===== src/wmr_pkg.sv =====
/*
 Package for the wake-up measurement register bank: register indices,
 field positions, reset values and averaging weight codes.
 Assumes nothing of its surroundings; imported by wmr_regs.sv.
*/
package wmr_pkg;
   // Register indices; byte address is four times the index
   localparam logic [5:0] WMR_IDX_AMP_REF = 6'h34;
   localparam logic [5:0] WMR_IDX_AMP_AVG = 6'h35;
   localparam logic [5:0] WMR_IDX_AMP_RES = 6'h36;
   localparam logic [5:0] WMR_IDX_PH_CFG = 6'h37;
   localparam logic [5:0] WMR_IDX_PH_REF = 6'h38;
   localparam logic [5:0] WMR_IDX_PH_AVG = 6'h39;
   localparam logic [5:0] WMR_IDX_PH_RES = 6'h3a;
   localparam logic [5:0] WMR_IDX_IRQ_STAT = 6'h3c;
   localparam logic [5:0] WMR_IDX_IRQ_MASK = 6'h3d;
   localparam logic [5:0] WMR_IDX_ID = 6'h3f;
   localparam int WMR_ADDR_W = 8;
   localparam int WMR_IDX_LSB = 2;
   localparam logic [1:0] WMR_WORD_ALIGN = 2'h0;

   // Phase configuration fields
   localparam int WMR_PH_THR_MSB = 7;
   localparam int WMR_PH_THR_LSB = 4;
   localparam int WMR_PH_INCL_BIT = 3;
   localparam int WMR_PH_WGT_MSB = 2;
   localparam int WMR_PH_WGT_LSB = 1;
   localparam int WMR_PH_SEL_BIT = 0;

   // Interrupt status / mask bits
   localparam int WMR_IRQ_W = 2;
   localparam int WMR_IRQ_AMP_BIT = 0;
   localparam int WMR_IRQ_PH_BIT = 1;

   localparam logic [7:0] WMR_REG_RESET = 8'h00;
   localparam logic [WMR_IRQ_W-1:0] WMR_IRQ_RESET = 2'h0;

   // Weight codes: 4, 8, 16, 32 as right shifts
   localparam logic [1:0] WMR_WGT_4 = 2'h0;
   localparam logic [1:0] WMR_WGT_8 = 2'h1;
   localparam logic [1:0] WMR_WGT_16 = 2'h2;
   localparam logic [1:0] WMR_WGT_32 = 2'h3;
   localparam int WMR_SHIFT_4 = 2;
   localparam int WMR_SHIFT_8 = 3;
   localparam int WMR_SHIFT_16 = 4;
   localparam int WMR_SHIFT_32 = 5;
endpackage : wmr_pkg


===== src/wmr_regs.sv =====
/*
 Wake-up measurement register bank: APB slave, amplitude and phase
 averaging/compare channels, sticky interrupt status with mask.
 Holds one channel module used twice. Each channel keeps the latest
 sample and a running average with a selectable weight. It raises a
 one-cycle wake strobe when a sample strays beyond its threshold.
 Register map, one byte in the low bits of each aligned word:
   amplitude reference, average and result, phase configuration,
   phase reference, average and result, interrupt status and mask,
   identity.
 Unmapped or misaligned accesses answer with pslverr and read zero.
 Assumes measurement samples and timer expiry arrive on pclk as
 one-cycle strobes from logic in the same clock domain.
 Assumes an APB master that gives a setup cycle before every access.
 The bank answers with zero wait states and captures read data in
 the setup cycle, so a status read clears only what it returned.
 Assumes the amplitude configuration comes from a register kept
 outside this bank, as plain level inputs.
 Assumes the timer and the measurement circuits sit outside the bank.
*/
// What this block does
// - Phase config bits 7:4 give the phase difference threshold for wake interrupt.
// - Phase config bit 3 low excludes the triggering sample from averaging.
// - Phase config bits 2:1 select newest-sample weight: 00 gives 4, 01 gives 8.
// - Phase config bit 0 picks stored reference (0) or running average (1).
// - Amplitude reference register, 8-bit read/write at 34h, resets to zero.
// - Amplitude running average shown read-only at 35h, resets to zero.
// - Latest amplitude result shown read-only at 36h, resets to zero.
// - Phase reference register, 8-bit read/write at 38h, resets to zero.
// - Phase running average shown read-only at 39h, resets to zero.
// - Latest phase result shown at 3Ah, resets to zero.
// - Identity at 3Fh: five-bit part type above three-bit revision, fixed.
// - Amplitude compare uses stored reference when select is 0, else average.
// - Phase enabled: measure on each timer expiry, interrupt if difference exceeds threshold.
`timescale 1ns/1ns

////////////////////////////////////////////////////////////////////////////////
module wmr_channel
   import wmr_pkg::*;
(
   input wire logic pclk,
   input wire logic presetn,
   input wire logic sample_valid,
   input wire logic [7:0] sample,
   input wire logic [7:0] stored_ref,
   input wire logic ref_select,
   input wire logic [3:0] threshold,
   input wire logic include_trigger,
   input wire logic [1:0] weight,
   output logic [7:0] latest,
   output logic [7:0] average,
   output logic wake
);
   logic [7:0] next_latest;
   logic [7:0] next_average;
   logic next_wake;
   logic [7:0] cmp_ref;
   logic [8:0] diff;
   logic [8:0] mag;
   logic exceed;
   logic signed [8:0] delta;
   logic signed [8:0] step;

   // Compare against the chosen reference; the step floors toward minus infinity
   always_comb
   begin
      cmp_ref = ref_select ? average : stored_ref;
      diff = {1'b0, sample} - {1'b0, cmp_ref};
      mag = diff[8] ? 9'(-diff) : diff;
      exceed = mag > {5'h00, threshold};
      delta = $signed({1'b0, sample}) - $signed({1'b0, average});
      unique case (weight)
         WMR_WGT_4: step = delta >>> WMR_SHIFT_4;
         WMR_WGT_8: step = delta >>> WMR_SHIFT_8;
         WMR_WGT_16: step = delta >>> WMR_SHIFT_16;
         WMR_WGT_32: step = delta >>> WMR_SHIFT_32;
      endcase
   end

   // Next result, average and wake strobe
   always_comb
   begin
      next_latest = latest;
      next_average = average;
      next_wake = 1'b0;
      if (sample_valid)
      begin
         next_latest = sample;
         next_wake = exceed;
         // Triggering sample kept out so an intruder does not drag the baseline
         if (!exceed || include_trigger)
         begin
            next_average = average + step[7:0];
         end
      end
   end

   always_ff @(posedge pclk or negedge presetn)
   begin
      if (!presetn)
      begin
         latest <= WMR_REG_RESET;
         average <= WMR_REG_RESET;
         wake <= 1'b0;
      end
      else
      begin
         latest <= next_latest;
         average <= next_average;
         wake <= next_wake;
      end
   end
endmodule : wmr_channel

////////////////////////////////////////////////////////////////////////////////
module wmr_regs
   import wmr_pkg::*;
#(
   // Arbitrary neutral identity values
   parameter logic [4:0] PART_TYPE_CODE = 5'h11,
   parameter logic [2:0] SILICON_REVISION_CODE = 3'h5
)
(
   input wire logic pclk,
   input wire logic presetn,
   input wire logic psel,
   input wire logic penable,
   input wire logic pwrite,
   input wire logic [WMR_ADDR_W-1:0] paddr,
   input wire logic [31:0] pwdata,
   input wire logic [3:0] pstrb,
   output logic [31:0] prdata,
   output logic pready,
   output logic pslverr,
   input wire logic timer_expiry,
   input wire logic amplitude_meas_enable,
   input wire logic phase_meas_enable,
   output logic amplitude_meas_start,
   output logic phase_meas_start,
   input wire logic amplitude_sample_valid,
   input wire logic [7:0] amplitude_sample,
   input wire logic phase_sample_valid,
   input wire logic [7:0] phase_sample,
   input wire logic amplitude_reference_select,
   input wire logic [3:0] amplitude_delta_threshold,
   input wire logic amplitude_include_trigger_sample,
   input wire logic [1:0] amplitude_average_weight,
   output logic irq
);
   // Registers seen by software
   logic [7:0] amplitude_reference;
   logic [7:0] phase_measure_config;
   logic [7:0] phase_reference;
   logic [WMR_IRQ_W-1:0] irq_status;
   logic [WMR_IRQ_W-1:0] irq_mask;
   logic rd_error;

   // Next values
   logic [7:0] next_amplitude_reference;
   logic [7:0] next_phase_measure_config;
   logic [7:0] next_phase_reference;
   logic [WMR_IRQ_W-1:0] next_irq_status;
   logic [WMR_IRQ_W-1:0] next_irq_mask;
   logic [31:0] next_prdata;
   logic next_rd_error;
   logic next_amplitude_meas_start;
   logic next_phase_meas_start;

   // Channel results
   logic [7:0] amplitude_latest_result;
   logic [7:0] amplitude_running_average;
   logic [7:0] phase_latest_result;
   logic [7:0] phase_running_average;
   logic amp_wake;
   logic phase_wake;

   // Bus decode
   logic [5:0] idx;
   logic aligned;
   logic setup;
   logic access;
   logic wr_en;
   logic status_read;
   logic [7:0] rd_byte;
   logic rd_hit;
   logic [WMR_IRQ_W-1:0] rd_clear;
   logic [WMR_IRQ_W-1:0] events;

   // Amplitude channel configuration arrives on plain input pins
   wmr_channel u_amplitude (
      .pclk(pclk),
      .presetn(presetn),
      .sample_valid(amplitude_sample_valid),
      .sample(amplitude_sample),
      .stored_ref(amplitude_reference),
      .ref_select(amplitude_reference_select),
      .threshold(amplitude_delta_threshold),
      .include_trigger(amplitude_include_trigger_sample),
      .weight(amplitude_average_weight),
      .latest(amplitude_latest_result),
      .average(amplitude_running_average),
      .wake(amp_wake)
   );

   // Phase channel fields come from the configuration register
   wmr_channel u_phase (
      .pclk(pclk),
      .presetn(presetn),
      .sample_valid(phase_sample_valid),
      .sample(phase_sample),
      .stored_ref(phase_reference),
      .ref_select(phase_measure_config[WMR_PH_SEL_BIT]),
      .threshold(phase_measure_config[WMR_PH_THR_MSB:WMR_PH_THR_LSB]),
      .include_trigger(phase_measure_config[WMR_PH_INCL_BIT]),
      .weight(phase_measure_config[WMR_PH_WGT_MSB:WMR_PH_WGT_LSB]),
      .latest(phase_latest_result),
      .average(phase_running_average),
      .wake(phase_wake)
   );

   ////////////////////////////////////////////////////////////////////////////
   // Bus decode; zero wait states, so pready is constant high
   assign pready = 1'b1;
   // Error latched at setup, shown only in the access phase
   assign pslverr = access && rd_error;
   assign idx = paddr[WMR_ADDR_W-1:WMR_IDX_LSB];
   assign aligned = paddr[WMR_IDX_LSB-1:0] == WMR_WORD_ALIGN;
   assign setup = psel && !penable;
   assign access = psel && penable;
   assign wr_en = access && pwrite && pstrb[0] && !rd_error;
   assign status_read = access && !pwrite && !rd_error && idx == WMR_IDX_IRQ_STAT;
   // Level interrupt straight from the registers, no added latency
   assign irq = |(irq_status & irq_mask);

   always_comb
   begin
      rd_byte = 8'h00;
      rd_hit = aligned;
      unique case (idx)
         WMR_IDX_AMP_REF: rd_byte = amplitude_reference;
         WMR_IDX_AMP_AVG: rd_byte = amplitude_running_average;
         WMR_IDX_AMP_RES: rd_byte = amplitude_latest_result;
         WMR_IDX_PH_CFG: rd_byte = phase_measure_config;
         WMR_IDX_PH_REF: rd_byte = phase_reference;
         WMR_IDX_PH_AVG: rd_byte = phase_running_average;
         WMR_IDX_PH_RES: rd_byte = phase_latest_result;
         WMR_IDX_IRQ_STAT: rd_byte = {6'h00, irq_status};
         WMR_IDX_IRQ_MASK: rd_byte = {6'h00, irq_mask};
         WMR_IDX_ID: rd_byte = {PART_TYPE_CODE, SILICON_REVISION_CODE};
         default: rd_hit = 1'b0;
      endcase
   end

   ////////////////////////////////////////////////////////////////////////////
   // Read data is captured in the setup cycle so it comes from a flip-flop
   always_comb
   begin
      next_prdata = prdata;
      next_rd_error = rd_error;
      if (setup)
      begin
         next_prdata = (rd_hit && !pwrite) ? {24'h000000, rd_byte} : 32'h00000000;
         next_rd_error = !rd_hit;
      end
   end

   always_ff @(posedge pclk or negedge presetn)
   begin
      if (!presetn)
      begin
         prdata <= 32'h00000000;
         rd_error <= 1'b0;
      end
      else
      begin
         prdata <= next_prdata;
         rd_error <= next_rd_error;
      end
   end

   ////////////////////////////////////////////////////////////////////////////
   // Writable configuration registers; writes to read-only indices fall through
   always_comb
   begin
      next_amplitude_reference = amplitude_reference;
      next_phase_measure_config = phase_measure_config;
      next_phase_reference = phase_reference;
      if (wr_en)
      begin
         unique case (idx)
            WMR_IDX_AMP_REF: next_amplitude_reference = pwdata[7:0];
            WMR_IDX_PH_CFG: next_phase_measure_config = pwdata[7:0];
            WMR_IDX_PH_REF: next_phase_reference = pwdata[7:0];
            default: next_phase_reference = phase_reference;
         endcase
      end
   end

   always_ff @(posedge pclk or negedge presetn)
   begin
      if (!presetn)
      begin
         amplitude_reference <= WMR_REG_RESET;
         phase_measure_config <= WMR_REG_RESET;
         phase_reference <= WMR_REG_RESET;
      end
      else
      begin
         amplitude_reference <= next_amplitude_reference;
         phase_measure_config <= next_phase_measure_config;
         phase_reference <= next_phase_reference;
      end
   end

   ////////////////////////////////////////////////////////////////////////////
   // Sticky interrupt status and its mask
   always_comb
   begin
      next_irq_mask = irq_mask;
      if (wr_en && idx == WMR_IDX_IRQ_MASK)
      begin
         next_irq_mask = pwdata[WMR_IRQ_W-1:0];
      end
      // Clear only bits the reader saw; a new event still wins over the clear
      rd_clear = WMR_IRQ_RESET;
      if (status_read)
      begin
         rd_clear = prdata[WMR_IRQ_W-1:0];
      end
      events = WMR_IRQ_RESET;
      events[WMR_IRQ_AMP_BIT] = amp_wake;
      events[WMR_IRQ_PH_BIT] = phase_wake;
      next_irq_status = (irq_status & ~rd_clear) | events;
   end

   always_ff @(posedge pclk or negedge presetn)
   begin
      if (!presetn)
      begin
         irq_status <= WMR_IRQ_RESET;
         irq_mask <= WMR_IRQ_RESET;
      end
      else
      begin
         irq_status <= next_irq_status;
         irq_mask <= next_irq_mask;
      end
   end

   ////////////////////////////////////////////////////////////////////////////
   // Measurement start strobes, one cycle after the timer expiry
   always_comb
   begin
      next_amplitude_meas_start = timer_expiry && amplitude_meas_enable;
      next_phase_meas_start = timer_expiry && phase_meas_enable;
   end

   always_ff @(posedge pclk or negedge presetn)
   begin
      if (!presetn)
      begin
         amplitude_meas_start <= 1'b0;
         phase_meas_start <= 1'b0;
      end
      else
      begin
         amplitude_meas_start <= next_amplitude_meas_start;
         phase_meas_start <= next_phase_meas_start;
      end
   end
endmodule : wmr_regs


===== config.mk =====
export PLATFORM = sky130hd
export DESIGN_NAME = wmr_regs
export DESIGN_NICKNAME = d
export VERILOG_FILES = /design/src/wmr_pkg.sv /design/src/wmr_regs.sv
export SDC_FILE = /design/constraint.sdc
export NUM_CORES = 1
export LEC_CHECK = 0
export BUFFER_PORTS_ARGS = -buffer_cell sky130_fd_sc_hd__buf_4
export CORE_ASPECT_RATIO = 0.6
export CORE_MARGIN = 5
export CORE_UTILIZATION = 30
export DETAILED_ROUTE_END_ITERATION = 12
export GPL_TIMING_DRIVEN = 0
export MAX_ROUTING_LAYER = met4
export PLACE_DENSITY = 0.53
export REMOVE_ABC_BUFFERS = 1
export SETUP_SLACK_MARGIN = 0.5
export SKIP_CTS_REPAIR_TIMING = 1
export SLEW_MARGIN = 20
export SYNTH_ARGS = -nofsm -noshare
export SYNTH_HDL_FRONTEND = slang
export SYNTH_SLANG_ARGS = --single-unit

===== constraint.sdc =====
create_clock -name pclk -period 5.78 [get_ports pclk]
set_input_delay 0.578 -clock pclk [delete_from_list [all_inputs] [get_ports pclk]]
set_output_delay 0.578 -clock pclk [all_outputs]
set_load 0.01 [all_outputs]

==> metrics.md <==
| Metric | Value |
|---|---|
| Wirelength per Cell | 16.90 um |
| Placed instance area | 6954 um^2 |
| Total GRT Usage | 0.1446 |
| # clock sinks | 73 |
| H-Tree Depth | 3 |
| Final Hold Fails | 0 |
| Yosys reg bits | 73 |
| Power density over the cells | 417.3 nW/um^2 |
| Congestion Overflow GR | 0 |
| Vias per cell | 5.013 |
| Total power | 3.017 mW |
| Sequential Power Share | 0.221 |
| Setup CP Type | register to register |
| Syn_area_per_cell | 9.410 um^2 |
| Leading post-synthesis cells by cell area | dfrtp_1, ha_1, mux2_2 |
| Fill count | 2127 |
| Largest net degree at the start of global routing | 74 |
| Crit path arrival time | 5170 ps |
| NumNets Final | 859 |
| YS warnings | 0 |
| Clock Skews | 4.908 ps |
| Core area | 20880 um^2 |
| Mapped Area | 6324 um^2 |
| Share of layout cells above drive strength 1 | 0.1983 |
| Max transition margin | 0.3079 |
| Crit path time final | 4961 ps |
| Dpl ws | 691.4 ps |
| Setup ws final | 819.0 ps |
| Fmax | 201.6 MHz |
| Worst-skew pair later-pin latency | 330 ps |
| Detailed Place HPWL | 13.69 mm |
| HP Class | input pin to async pin |
| Max incr delay on CP | 560 ps |
| EDFF count, synth | 0 |
| Global-route wire length before repair | 26.81 mm |
| Initial antenna violation count | 0 |
| Die Wd | 197.4 um |
| Vias in the first global route | 4549 |
| I/O Buffers | 62 |
| Finish-stage setup viols | 0 |
| Rows | 41 |
| Commonest cells after routing, fill and taps aside | dfrtp_1, buf_4, ha_1, mux2_2, mux2i_1 |
| Maxcap violations | 0 |
| Slew Viols, Final | 0 |
| # DRC | 0 |
| Synthesized instance count | 672 |
| Worst-path clk slew | 60 ps |
| Worst setup SP type | register |
| CTS Buffer Depth | 2 |
| Part of the cycle the worst path needs | 0.8583 |
| Async set-reset flop share out of synthesis | 1.000 |
| Die Ht | 122.5 um |
| CTS Root Cell | clkbuf_16 |
| CTS tree | built |
| Starting Density | 0.3029 |
| IO Pins | 115 |
| Buf+Inv Stages, Crit Path | 0 |
| Top FF cell, synth | dfrtp_1 |
| Fin util | 0.3462 |
| Switching Power | 1.303 mW |
| RSZ-0062 raised after global routing | false |
| Status | finished, final reports clean |
| Placer Congestion | 0.8012 |
| Total wire length | 16.99 mm |
| Cell taking the most area after synthesis | dfrtp_1 |
| Power Internal | 1.713 mW |
| Die area | 24180 um^2 |
| CP max stage cell | dfrtp_2 |
| Post-route cell area | 7228 um^2 |
| Area grow syn2layout | 14.31% |
| Synth top area share | 0.2889 |
| N_diodes | 0 |
| Vias | 5038 |
| Worst-path maximum fanout | 10 |
| Sequential fraction of the synthesis area | 0.2889 |
| CTS Buf Count | 9 |
| Setup TNS | 0 ps |
| Critical path's top delay family | compound AO/OA/AOI/OAI gates |
| Clock power share | 0.168 |
| Crit path required time | 5990 ps |
| CP dominant cell by count | o21a_1 |
| DRT Pass-1 Iters | 5 |
| Leakage Power | 3.338 nW |
| Switching share of power | 0.4321 |
| Initial DRC Count | 437 |
| Worst-Margin Slew | 1035 ps |
| Commonest non-fill, non-tap cell in the layout | dfrtp_1 |
| Crit path capture type | register |
| Synth unique cells | 72 |
| Post-route ant nets | 0 |
| CP Cell Sequence | mux2_2 -> ha_1 -> fa_1 -> o21a_1 -> o21ai_0 -> a21o_1 -> nor2_1 -> a21oi_1 -> ha_1 -> nor2b_1 -> o21a_1 -> o21a_1 -> o21ai_0 -> o311ai_1 -> a221oi_2 -> o21ai_2 -> mux2_1 |
| Comb pwr share | 0.611 |
| Worst vdd ir | 0.1656 mV |
## power groups by stage
| stage | clock network [mW] | registers (mW) | logic [mW] |
|---|---|---|---|
| final | 0.506 | 0.667 | 1.84 |
| after global routing | 0.546 | 0.680 | 2.09 |
| after CTS | 0.521 | 0.668 | 1.82 |
| after detailed placement | 0 | 0.677 | 1.81 |
| after global placement | 0 | 0.680 | 1.81 |
| after floorplan | 0 | 0.647 | 1.43 |
## kinds of logic after synthesis
kind of cell / Yosys count / share of synthesized area
AO/OA/AOI/OAI: 159 / 0.1727
XOR/XNOR: 32 / 0.04551
adder cells (fa/ha/maj): 60 / 0.1235
buffers and inverters: 84 / 0.06470
flip-flops: 73 / 0.2889
multiplexers: 102 / 0.1743
other: 2 / 0.001188
AND/OR/NAND/NOR: 160 / 0.1292
## routing by layer
layer / part of all wire / GRT usage / routed length (um)
met5: 0 / - / 0
met4: 0.0065 / 0.02078 / 111
met3: 0.066 / 0.03731 / 1126
met2: 0.35 / 0.1656 / 5957
met1: 0.58 / 0.2427 / 9793
## state kept, by name, summed over array words and instances, names as in the netlist
name / flops
phase_meas_start: 1
u_phase.average: 8
u_amplitude.average: 8
irq_status: 2
u_phase.latest: 8
prdata: 8
irq_mask: 2
amplitude_reference: 8
rd_error: 1
phase_reference: 8
u_phase.wake: 1
amplitude_meas_start: 1
u_amplitude.wake: 1
phase_measure_config: 8
u_amplitude.latest: 8
## through the flow
stage,instances,hold slack [ps]
final,1005,369.2
after global routing,1005,447.9
after detailed placement,989,417.5
after CTS,1005,425.6
after floorplan,648,282.4
after global placement,989,415.6
## synth_stat cells, drive strengths merged (4+ instances only)
library cell	instances
a21o	9
nand3	11
a22o	16
nand4	6
nor2b	13
a211oi	5
buf	30
and3	5
ha	56
mux2	52
xor2	15
xnor2	17
nand2	45
clkbuf	17
o21ai	37
and2	5
nor2	39
nor3	12
o211ai	4
a21oi	38
inv	37
nand2b	5
o21a	13
fa	4
dfrtp	73
mux2i	49
## layout make-up
type	instances	area (um^2)	share of cell area
multi-input combinational	538	4174	0.5775
sequential	73	1828	0.2529
timing repair buffer	62	465.4	0.06439
tap	279	349.1	0.04830
clock buffer	10	229.0	0.03168
inverter	37	138.9	0.01921
clock inverter	6	43.79	0.006059
## path summary, 6_finish.rpt
path                                          from                       to  slack [ps]  cells past startpoint
max                        phase_measure_config[0]       u_phase.average[0]         820                     17
min                                        presetn    u_amplitude.latest[0]         370                      1
min in group pclk                 u_amplitude.wake            irq_status[0]         430                      1
max reg2reg                phase_measure_config[0]       u_phase.average[0]         820                     17
max in group asynchronous                  presetn  phase_measure_config[0]        4750                      1
min reg2reg                       u_amplitude.wake            irq_status[0]         430                      1
No activity file was read; power rests on OpenSTA's default activity.
